### src/hdl/pdwl_consts.vh
/*
 Constants for the peripheral disable write lock block.
 Assumes it is included by bare name from the design files.
*/
`ifndef PDWL_CONSTS_VH
`define PDWL_CONSTS_VH

`define PDWL_LOCK_BIT      12
`define PDWL_ONE_WAY_BIT   28
`define PDWL_CFG_WIDTH     32
`define PDWL_LOCK_RESET    1'h0
`define PDWL_REG_COUNT     7
`define PDWL_REG_WIDTH     32
`define PDWL_REG_RESET     32'h00000000
`define PDWL_IDX_WIDTH     3

`endif

### src/hdl/pdwl_lock.v
/*
 Write lock for the peripheral disable registers and the lock bit of the
 configuration control register, with an optional one-way latch.
 Assumes the system bus decodes accesses into the strobes below and that
 the unlock sequence is tracked elsewhere and reported as a level.
 Assumes the device configuration word is steady while out of reset; a
 late change of the one-way option only ever tightens the lock.
*/
`include "pdwl_consts.vh"

module pdwl_lock #(
	parameter REG_COUNT = `PDWL_REG_COUNT,
	parameter REG_WIDTH = `PDWL_REG_WIDTH,
	parameter IDX_WIDTH = `PDWL_IDX_WIDTH,
	parameter CFG_WIDTH = `PDWL_CFG_WIDTH
) (
	// Clock and reset.
	input  wire                 i_core_clk,
	input  wire                 i_rstn,
	// Device configuration word 3 and unlock state.
	input  wire [CFG_WIDTH-1:0] i_device_config_word3,
	input  wire                 i_unlocked,
	// Configuration control register write.
	input  wire                 i_cfg_wr,
	input  wire [CFG_WIDTH-1:0] i_cfg_wdata,
	// Disable register access.
	input  wire                 i_pd_wr,
	input  wire                 i_pd_rd,
	input  wire [IDX_WIDTH-1:0] i_pd_idx,
	input  wire [REG_WIDTH-1:0] i_pd_wdata,
	// Answers.
	output reg                  o_ack,
	output reg  [REG_WIDTH-1:0] o_pd_rdata,
	output reg  [CFG_WIDTH-1:0] o_cfg_rdata,
	output reg                  o_disable_reg_lock,
	output reg                  o_one_way_latched,
	output reg                  o_unlock_allowed
);

	// Lock states: open, set by software, and held set by the one-way option.
	localparam [1:0] ST_OPEN    = 2'h0;
	localparam [1:0] ST_LOCKED  = 2'h1;
	localparam [1:0] ST_LATCHED = 2'h2;
	localparam [1:0] ST_RESET   = `PDWL_LOCK_RESET ? ST_LOCKED : ST_OPEN;

	reg  [1:0]           state_q;
	reg  [1:0]           state_d;
	reg                  lock_d;
	reg                  one_way_d;
	wire                 lock_now;
	wire                 latch_now;
	wire                 one_way_opt;
	wire                 unlock_ok;
	wire                 lock_wr;
	wire                 wr_lock_val;
	wire                 pd_wr_en;
	wire [REG_WIDTH-1:0] pd_rdata;

	// True in every state that blocks writes to the disable registers.
	function is_locked;
		input [1:0] st;
		begin
			is_locked = (st != ST_OPEN);
		end
	endfunction

	// True once the one-way option holds the lock.
	function is_latched;
		input [1:0] st;
		begin
			is_latched = (st == ST_LATCHED);
		end
	endfunction

	// Lock bit of a configuration control word.
	function lock_field;
		input [CFG_WIDTH-1:0] word;
		begin
			lock_field = word[`PDWL_LOCK_BIT];
		end
	endfunction

	// Configuration control word as read back, with the lock in its place.
	function [CFG_WIDTH-1:0] cfg_view;
		input lock;
		begin
			cfg_view = {CFG_WIDTH{1'h0}};
			cfg_view[`PDWL_LOCK_BIT] = lock;
		end
	endfunction

	assign lock_now = is_locked(state_q);
	assign latch_now = is_latched(state_q);
	assign one_way_opt = i_device_config_word3[`PDWL_ONE_WAY_BIT];
	// The unlock procedure is refused once the one-way latch holds.
	assign unlock_ok = i_unlocked && !latch_now;
	// Only an unlocked configuration write may move the lock.
	assign lock_wr = i_cfg_wr && unlock_ok;
	assign wr_lock_val = lock_field(i_cfg_wdata);
	// A write reaches storage only with the lock clear.
	assign pd_wr_en = i_pd_wr && !lock_now;

	// A set lock with the option programmed moves to the latched state at once,
	// so a clearing write in the same cycle cannot slip through.
	always @* begin
		state_d = state_q;
		case (state_q)
			ST_OPEN: begin
				if (lock_wr && wr_lock_val) begin
					if (one_way_opt) begin
						state_d = ST_LATCHED;
					end else begin
						state_d = ST_LOCKED;
					end
				end
			end
			ST_LOCKED: begin
				if (one_way_opt) begin
					state_d = ST_LATCHED;
				end else if (lock_wr && !wr_lock_val) begin
					state_d = ST_OPEN;
				end
			end
			ST_LATCHED: begin
				state_d = ST_LATCHED;
			end
			default: begin
				// An unused code fails safe to the locked state.
				state_d = ST_LOCKED;
			end
		endcase
	end

	always @* begin
		lock_d = is_locked(state_d);
		one_way_d = is_latched(state_d);
	end

	always @(posedge i_core_clk) begin
		if (!i_rstn) begin
			state_q <= ST_RESET;
		end else begin
			state_q <= state_d;
		end
	end

	pdwl_disable_regs #(
		.REG_COUNT (REG_COUNT),
		.REG_WIDTH (REG_WIDTH),
		.IDX_WIDTH (IDX_WIDTH)
	) u_regs (
		.i_core_clk (i_core_clk),
		.i_rstn     (i_rstn),
		.i_wr_en    (pd_wr_en),
		.i_wr_idx   (i_pd_idx),
		.i_wr_data  (i_pd_wdata),
		.i_rd_idx   (i_pd_idx),
		.o_rd_data  (pd_rdata)
	);

	// Every access is acknowledged, rejected or not, so the bus never sees a fault.
	always @(posedge i_core_clk) begin
		if (!i_rstn) begin
			o_ack <= 1'h0;
		end else begin
			o_ack <= i_pd_wr | i_pd_rd | i_cfg_wr;
		end
	end

	// Read data stands for one cycle after a read and is zero otherwise.
	always @(posedge i_core_clk) begin
		if (!i_rstn) begin
			o_pd_rdata <= {REG_WIDTH{1'h0}};
		end else if (i_pd_rd) begin
			o_pd_rdata <= pd_rdata;
		end else begin
			o_pd_rdata <= {REG_WIDTH{1'h0}};
		end
	end

	// Lock status shows the value after this edge's write.
	always @(posedge i_core_clk) begin
		if (!i_rstn) begin
			o_cfg_rdata <= {CFG_WIDTH{1'h0}};
		end else begin
			o_cfg_rdata <= cfg_view(lock_d);
		end
	end

	always @(posedge i_core_clk) begin
		if (!i_rstn) begin
			o_disable_reg_lock <= 1'h0;
		end else begin
			o_disable_reg_lock <= lock_d;
		end
	end

	always @(posedge i_core_clk) begin
		if (!i_rstn) begin
			o_one_way_latched <= 1'h0;
		end else begin
			o_one_way_latched <= one_way_d;
		end
	end

	// Unlocking is reported as refused from the very edge the latch takes hold.
	always @(posedge i_core_clk) begin
		if (!i_rstn) begin
			o_unlock_allowed <= 1'h0;
		end else begin
			o_unlock_allowed <= i_unlocked && !one_way_d;
		end
	end

endmodule

### src/hdl/pdwl_disable_regs.v
/*
 Storage for the peripheral disable registers, one word per index below REG_COUNT.
 Assumes the caller has already decided whether a write may land.
*/
`include "pdwl_consts.vh"

module pdwl_disable_regs #(
	parameter REG_COUNT = `PDWL_REG_COUNT,
	parameter REG_WIDTH = `PDWL_REG_WIDTH,
	parameter IDX_WIDTH = `PDWL_IDX_WIDTH
) (
	// Clock and reset.
	input  wire                 i_core_clk,
	input  wire                 i_rstn,
	// Write port, already gated by the lock.
	input  wire                 i_wr_en,
	input  wire [IDX_WIDTH-1:0] i_wr_idx,
	input  wire [REG_WIDTH-1:0] i_wr_data,
	// Read port.
	input  wire [IDX_WIDTH-1:0] i_rd_idx,
	output wire [REG_WIDTH-1:0] o_rd_data
);

	reg [REG_WIDTH-1:0] regs_q [0:REG_COUNT-1];
	integer k;

	always @(posedge i_core_clk) begin
		if (!i_rstn) begin
			for (k = 0; k < REG_COUNT; k = k + 1) begin
				regs_q[k] <= `PDWL_REG_RESET;
			end
		end else if (i_wr_en && (i_wr_idx < REG_COUNT)) begin
			regs_q[i_wr_idx] <= i_wr_data;
		end
	end

	assign o_rd_data = (i_rd_idx < REG_COUNT) ? regs_q[i_rd_idx] : {REG_WIDTH{1'b0}};

endmodule

### config.mk
export PLATFORM = sky130hd
export DESIGN_NAME = pdwl_lock
export DESIGN_NICKNAME = d
export VERILOG_FILES = /design/src/hdl/pdwl_lock.v /design/src/hdl/pdwl_disable_regs.v
export VERILOG_INCLUDE_DIRS = /design/src /design/src/hdl
export SDC_FILE = /design/constraint.sdc
export NUM_CORES = 1
export LEC_CHECK = 0
export BUFFER_PORTS_ARGS = -buffer_cell sky130_fd_sc_hd__buf_2
export CAP_MARGIN = 0
export CORE_UTILIZATION = 60
export CTS_BUF_LIST = sky130_fd_sc_hd__clkbuf_8
export DETAILED_ROUTE_END_ITERATION = 8
export PLACE_DENSITY = 0.85
export SYNTH_ARGS = -nofsm -noshare
export SYNTH_HDL_FRONTEND = slang
export SYNTH_SLANG_ARGS = --single-unit
export TNS_END_PERCENT = 30
### constraint.sdc
create_clock -name i_core_clk -period 7.39 [get_ports i_core_clk]
set_input_delay 0.739 -clock i_core_clk [delete_from_list [all_inputs] [get_ports i_core_clk]]
set_output_delay 0.739 -clock i_core_clk [all_outputs]
set_load 0.01 [all_outputs]
==> summary.md, run 1 <==
| Metric | Value |
|---|---|
| CP arrival | `around 3.4 ns` |
| Pre-antenna DRT Iters | `5` |
| Final Hold Vio Count | `0` |
| Nets@finish | `1119` |
| Clk buf depth | `3` |
| PwrDens | `238.8 nW/um2` |
| Power share of the sequential group | `55.5%` |
| Hold WS | `~0.45 ns` |
| Number of I/O port buffers | `79` |
| Hold Path Class | `flip-flop to flip-flop` |
| DIE AREA | `roughly 20000 um2` |
| Post-synth ARST share | `0%` |
| Routed Antenna Nets | `0` |
| Hold buffer count at cts | `0` |
| VDD IR-drop max | `~0.11 mV` |
| Hold_sp | `u_regs.regs_q[6][11]$_SDFFE_PN0P_` |
| MaxCap Viol Count | `0` |
| Min Clock Period, post-route | `3.204 ns` |
| Switching Fraction | `23.75%` |
| CTS tree | `done` |
| Routed len/inst | `between 15 and 20 um` |
| IO Count | `approximately 170` |
| Largest net degree at the start of global routing | `83` |
| Setup bufs post-CTS | `0` |
| Mean Syn Cell Area | `around 12 um2` |
| Worst slew pin tran | `approximately 1 ns` |
| Worst Hold Depth | `2` |
| Vias | `about 7600` |
| Reg2reg setup slack | `4.42 ns` |
| Vias in the first global route | `7435` |
| Max Freq | `312.1 MHz` |
| Die W | `139.9 um` |
| Initial antenna violation count | `3` |
| # clock sinks | `262` |
| Main synth FF type | `edfxtp_1` |
| H-tree levels | `2` |
| Initial DRC Count | `728` |
| Total power | `2997 uW` |
| CTS Buf Count | `40` |
| Hold EP | `u_regs.regs_q[6][11]$_SDFFE_PN0P_` |
| Core Util, Final | `67.08%` |
| CORE AREA | `between 15000 and 20000 um2` |
| DP Area | `11800 um2` |
| Final Max Slew Viols | `0` |
| Crit Path Category | `input port to flip-flop` |
| Max-slew headroom | `33.54%` |
| DR DRC count | `0` |
| Setup violators final | `0` |
| Internal power | `2285 uW` |
| Clock Tree Root | `clkbuf_8` |
| Top cells by area, synth | `edfxtp_1, dfxtp_1, mux2i_1` |
| RSZ-0062 raised after global routing | `false` |
| Layout cells sized above 1 | `14.91%` |
| Commonest non-fill, non-tap cell in the layout | `edfxtp_1` |
| Gate power share | `7.7%` |
| NetSw | `711.7 uW` |
| Power share of the clock group | `36.8%` |
| Register area share after synthesis | `62.77%` |
| Mapped Area | `11420 um2` |
| Post-synth top area share | `roughly half` |
| Clock-pin slew on the worst setup and hold paths | `roughly 0.060 ns` |
| Worst R2R End | `u_regs.regs_q[1][17]$_SDFFCE_PN0P_` |
| Seq cells post-synth | `~260` |
| Setup TNS Final | `0 ns` |
| Most frequent cells in the layout | `edfxtp_1, nor2_1, mux2i_1` |
| Synthesized instance count | `949` |
| Worst reg-to-reg path cell count | `4` |
| Grt total ovfl | `0` |
| GRT Total Usage | `26.17%` |
| R2r startpoint | `state_q[1]$_SDFF_PN0_` |
| Overall die height | `around 140 um` |
| Ys Warns | `0` |
| Yosys top cell by area | `edfxtp_1` |
| Leakage | `0.005180 uW` |
| Worst-path fanout max | `79` |
| Fill count | `1305` |
| Area grow syn2layout | `9.896%` |
| Critical Path End Type | `flip-flop` |
| Dpl hpwl | `between 10000 and 15000 um` |
| CP startpoint kind | `input port` |
| Post-Layout Inst Area | `between 10000 and 15000 um2` |
| DR vias/cell | `5.892` |
| Initial Utilization | `between 60% and 70%` |
| PostCTS Resize Cnt | `0` |
| GP Congestion | `0.7355` |
| Number of flops mapped to enable cells by yosys | `192` |
| Outcome | `completed` |
| DRT Wirelength | `25270 um` |
| Number of library cell types mapped by synthesis | `32` |
| First-pass GRT wire length | `38900 um` |
| Worst Clk Skew | `around 0.016 ns` |
| Row Count | `50` |
| Worst skew pair latency | `0.53 ns` |
| WP data required | `approximately 7.6 ns` |
| Tcrit/Tclk final | `43.36%` |
==> critical path, stage by stage <==
cell,delay [ns]
buf_6,0.31
nor4b_4,0.48
nand2_2,0.60
o21ai_4,0.80
buf_4,0.42
==> sequential cells by signal, indices dropped and copies added, names as in the netlist <==
signal              cells
u_regs.regs_q         224
o_pd_rdata             32
state_q                 2
o_ack                   1
o_disable_reg_lock      1
o_one_way_latched       1
o_unlock_allowed        1
==> stage by stage <==
stage | std cells | setup slack (ns)
6_report | 1282 | 4.186
2_1_floorplan | 979 | 3.229
5_1_grt | 1281 | 4.099
3_5_place_dp | 1206 | 3.690
4_1_cts | 1280 | 4.231
3_3_place_gp | 1206 | 3.764
==> how the worst max path moves through the flow <==
stage | startpoint | to | slack (ns) | cells after the start
2_1_floorplan | i_pd_idx[1] | u_regs.regs_q[0][0]$_SDFFCE_PN0P_ | 3.23 | 5
3_3_place_gp | i_pd_idx[1] | u_regs.regs_q[1][10]$_SDFFCE_PN0P_ | 3.76 | 5
3_5_place_dp | i_pd_idx[1] | u_regs.regs_q[1][10]$_SDFFCE_PN0P_ | 3.69 | 5
4_1_cts | i_pd_idx[1] | u_regs.regs_q[1][19]$_SDFFCE_PN0P_ | 4.23 | 5
5_1_grt | i_pd_idx[0] | u_regs.regs_q[1][19]$_SDFFCE_PN0P_ | 4.10 | 5
6_report | i_pd_idx[1] | u_regs.regs_q[1][17]$_SDFFCE_PN0P_ | 4.19 | 5
==> Yosys cell counts, drive strengths merged, types with 2 or more instances <==
cell type / instances
nand2: 101
nor2b: 2
a31oi: 2
a21boi: 2
nor2: 129
nand3b: 32
o21ai: 39
o22ai: 33
mux2i: 128
inv: 2
a21o: 32
clkbuf: 25
and3: 3
edfxtp: 192
and2: 66
buf: 78
nand2b: 2
dfxtp: 70
==> cells by family (layout without fill, tap and decap cells) <==
logic type | Yosys count | after routing | synth area share [%]
and+or+nand+nor | 343 | 343 | 14.47
DFF | 262 | 262 | 62.77
muxes | 128 | 128 | 11.22
AOI/OAI and AO/OA | 110 | 110 | 5.984
buffers and inverters | 105 | 172 | 5.523
other | 1 | 33 | 0.03285
==> layer usage <==
metal | track usage, % | wire (um)
met1 | 32.58 | 9868
met2 | 44.58 | 12650
met3 | 5.402 | 2089
met4 | 11.05 | 659
met5 | 0 | 0
==> power groups by stage <==
| stage | registers [uW] | logic [uW] | clock network [uW] |
|---|---|---|---|
| 2_1_floorplan | 1700 | 158 | 0 |
| 3_3_place_gp | 1690 | 221 | 0 |
| 3_5_place_dp | 1690 | 228 | 0 |
| 4_1_cts | 1660 | 230 | 1110 |
| 5_1_grt | 1670 | 248 | 1180 |
| 6_report | 1660 | 230 | 1100 |
==> area by class of cell <==
cell class	instances	area, um2	share of cell area (%)
tap	234	292.8	2.333
timing repair buffer	96	529.3	4.218
antenna	2	5.005	0.03989
sequential	262	7167	57.12
clock buffer	46	633.1	5.046
inverter	2	7.507	0.05983
clock inverter	28	112.6	0.8975
multi-input combinational	612	3800	30.29
Note: power is estimated with default switching activity, not from simulation.
==> run 2: changes to the inputs <==
--- a/config.mk
+++ b/config.mk
@@ -6,12 +6,13 @@
 export SDC_FILE = /design/constraint.sdc
 export NUM_CORES = 1
 export LEC_CHECK = 0
+export ABC_AREA = 1
 export BUFFER_PORTS_ARGS = -buffer_cell sky130_fd_sc_hd__buf_2
 export CAP_MARGIN = 0
-export CORE_UTILIZATION = 60
+export CORE_UTILIZATION = 54
 export CTS_BUF_LIST = sky130_fd_sc_hd__clkbuf_8
 export DETAILED_ROUTE_END_ITERATION = 8
-export PLACE_DENSITY = 0.85
+export PLACE_DENSITY = 0.8
 export SYNTH_ARGS = -nofsm -noshare
 export SYNTH_HDL_FRONTEND = slang
 export SYNTH_SLANG_ARGS = --single-unit
==> constraint.sdc (replaced) <==
create_clock -name i_core_clk -period 2.7 [get_ports i_core_clk]
set_input_delay 0.27 -clock i_core_clk [delete_from_list [all_inputs] [get_ports i_core_clk]]
set_output_delay 0.27 -clock i_core_clk [all_outputs]
set_load 0.01 [all_outputs]
==> summary.md, run 2 <==
| Metric | Value |
|---|---|
| Grt total ovfl | `0 (unchanged)` |
| NetSw | `2412 uW (+240%)` |
| Initial antenna violation count | `0 (-3)` |
| Power share of the clock group | `41.0% (+4.2 points)` |
| Slowest Stage Delay on Critical Path | `0.34 ns (-0.46 ns)` |
| H-tree levels | `2 (unchanged)` |
| Worst slew pin tran | `0.8170 ns (-0.1778 ns)` |
| Main synth FF type | `edfxtp_1` |
| Fill count | `1885 (+44%)` |
| Vias | `9436 (+25%)` |
| Worst Clk Skew | `0.01881 ns (+0.003252 ns)` |
| Max Freq | `452.0 MHz` |
| Outcome | `completed` |
| N_diodes | `0 (-2)` |
| # clock sinks | `294 (+12%)` |
| Most frequent cells after synthesis | `nor2_1, edfxtp_1, nand2_1` |
| MaxCap Viol Count | `0 (unchanged)` |
| Initial DRC Count | `826 (+13%)` |
| Post-synth ARST share | `0% (unchanged)` |
| Max-slew headroom | `45.54% (+12 points)` |
| Slowest CP cell | `buf_4` |
| First-pass GRT wire length | `47690 um (+23%)` |
| Clock Tree Root | `clkbuf_8` |
| Layout cells sized above 1 | `16.70% (+1.8 points)` |
| PostCTS Resize Cnt | `0 (unchanged)` |
| Number of flops mapped to enable cells by yosys | `224 (+17%)` |
| DRT Wirelength | `29700 um (+18%)` |
| Min Clock Period, post-route | `2.213 ns` |
| Initial Utilization | `55.07% (-6.0 points)` |
| Yosys top cell by area | `edfxtp_1` |
| DIE AREA | `24560 um2 (+25%)` |
| PwrDens | `692.4 nW/um2 (+190%)` |
| Tcrit/Tclk final | `81.95%` |
| DR vias/cell | `5.248 (-11%)` |
| Mapped Area | `12930 um2 (+13%)` |
| CP startpoint kind | `flip-flop` |
| Final cell count without fillers | `1798 (+40%)` |
| GP Congestion | `0.7670 (+4.3%)` |
| Worst skew pair latency | `0.56 ns (+0.03 ns)` |
| GRT Total Usage | `25.48% (-0.69 points)` |
| Post-synth top area share | `52.04% (+1.5 points)` |
| Power share of the sequential group | `50.7% (-4.8 points)` |
| Final Max Slew Viols | `0 (unchanged)` |
| Cell Chain, Critical Path | `clkinv_1, nand3_2, nor2_8, inv_4, nor2_4, nand3_4, nand2_1, buf_4` |
| RSZ-0062 raised after global routing | `false` |
| Hold Path Class | `input port to flip-flop` |
| Setup bufs post-CTS | `0 (unchanged)` |
| Crit Path Category | `flip-flop to flip-flop` |
| CTS tree | `done` |
| Largest net degree at the start of global routing | `77 (-7.2%)` |
| Regs by FF count | `u_regs.regs_q (256), o_pd_rdata (32), state_q (2)` |
| Clk buf depth | `3 (unchanged)` |
| R2r startpoint | `state_q[1]$_SDFF_PN0_` |
| Hold_sp | `i_cfg_wr` |
| Inst Count DP | `1709 (+42%)` |
| Multi-input logic area | `3935 um2 (+3.6%)` |
| Most numerous cell in the Yosys netlist | `nor2_1` |
| Number of I/O port buffers | `79 (unchanged)` |
| CTS Buf Count | `47 (+18%)` |
| Commonest non-fill, non-tap cell in the layout | `nor2_1` |
| CORE AREA | `23470 um2 (+25%)` |
| Reg area | `8128 um2 (+13%)` |
| Core Util, Final | `62.38% (-4.7 points)` |
| Seq cells post-synth | `294 (+12%)` |
| DR DRC count | `0 (unchanged)` |
| Area grow syn2layout | `13.28%` |
| Ys Warns | `0 (unchanged)` |
| Clock-pin slew on the worst setup and hold paths | `0.06 ns (about the same)` |
| Dpl hpwl | `17910 um (+26%)` |
| VDD IR-drop max | `0.4401 mV (+320%)` |
| Worst reg-to-reg path cell count | `8 (+4)` |
| Vias in the first global route | `9242 (+24%)` |
| Gate power share | `8.3% (+0.6 points)` |
| Top cells by area, synth | `edfxtp_1, nor2_1, dfxtp_1` |
| Synthesized instance count | `1328 (+40%)` |
| Routed len/inst | `16.52 um (-16%)` |
| Leakage | `0.006061 uW (+17%)` |
| Number of library cell types mapped by synthesis | `28 (-13%)` |
| Routed Antenna Nets | `0 (unchanged)` |
| Hold WS | `0.02751 ns (-0.4265 ns)` |
| Most frequent cells in the layout | `nor2_1, edfxtp_1, nand2_1` |
| WP data required | `2.91 ns (-4.68 ns)` |
| Register with the most flip-flops | `u_regs.regs_q` |
| IO Count | `173 (unchanged)` |
| Worst-path fanout max | `21 (-73%)` |
| Critical Path End Type | `flip-flop` |
| Largest register FFs | `256 (+14%)` |
| Row Count | `56 (+12%)` |
| Register area share after synthesis | `62.88% (+0.11 points)` |
| Pre-antenna DRT Iters | `7 (+2)` |
| Overall die height | `156.7 um (+12%)` |
| Mean Syn Cell Area | `9.734 um2 (-19%)` |
| Final Hold Vio Count | `0 (unchanged)` |
| Nets@finish | `1545 (+38%)` |
| Switching Fraction | `23.79% (+0.042 points)` |
| Crit path launch | `state_q[1]$_SDFF_PN0_` |
| Internal power | `7726 uW (+240%)` |
| Die W | `156.7 um (+12%)` |
| Worst Hold Depth | `3 (+1)` |
| Setup TNS Final | `0 ns (unchanged)` |
| CP arrival | `2.42 ns (-0.98 ns)` |
| Setup violators final | `0 (unchanged)` |
run 2: cell type report:
cell class	count	area share, %
Clock inverter	31	1.829
Multi-Input combinational cell	874	26.87
Timing Repair Buffer	115	4.905
Inverter	108	2.803
Sequential cell	294	55.51
Tap cell	319	2.726
Clock buffer	57	5.358
run 2: worst paths after layout:
path | endpoint | slack [ns]
setup / recovery | u_regs.regs_q[3][11]$_SDFFCE_PN0P_ | 0.49
hold / removal | o_ack$_SDFF_PN0_ | 0.03
setup reg to reg | u_regs.regs_q[3][11]$_SDFFCE_PN0P_ | 0.49
hold reg to reg | u_regs.regs_q[6][23]$_SDFFE_PN0P_ | 0.52
run 2: cell families (layout without fill, tap and decap cells):
family / Yosys count / in the layout / synth area share (%)
simple gates: 644 / 644 / 21.13
flops: 294 / 294 / 62.88
buf+inv: 222 / 311 / 8.538
compound gates: 167 / 167 / 7.424
other cells: 1 / 63 / 0.02901
run 2: power by group through the flow:
stage / clock network (uW) / registers, uW / logic, uW
3_5_place_dp: 0 / 5230 / 829
4_1_cts: 4190 / 5140 / 836
3_3_place_gp: 0 / 5220 / 810
5_1_grt: 4390 / 5160 / 933
6_report: 4160 / 5140 / 840
2_1_floorplan: 0 / 5230 / 591
run 2: per-layer routing:
layer / share of wire [%] / vias up / track usage [%]
met3: 7.6 / 72 / 4.403
met4: 3.2 / 0 / 10.97
met2: 48 / 428 / 43.05
met5: 0 / - / 0
met1: 41 / 4450 / 32.25
li1: - / 4486 / -
run 2: what timing repair did:
action	4_1_cts	5_1_grt
endpoints found under the setup margin	0	0
hold endpoints to repair	1	0
hold buffers	1	0
run 2: metrics by stage:
stage	setup WS, ns	total power, uW	instance area (um2)
final	0.4874	10140	14640
after detailed placement	0.4522	6060	13580
after global routing	0.3415	10480	14640
after global placement	0.5505	6033	13580
after floorplan	0.4717	5822	13160
after CTS	0.5012	10170	14640
run 2: worst max-delay path, delay by kind of cell, from the launching register on:
kind / cells / cell delay [ns]
buf+inv: 3 / 0.58
flops: 1 / 0.33
simple gates: 5 / 0.95
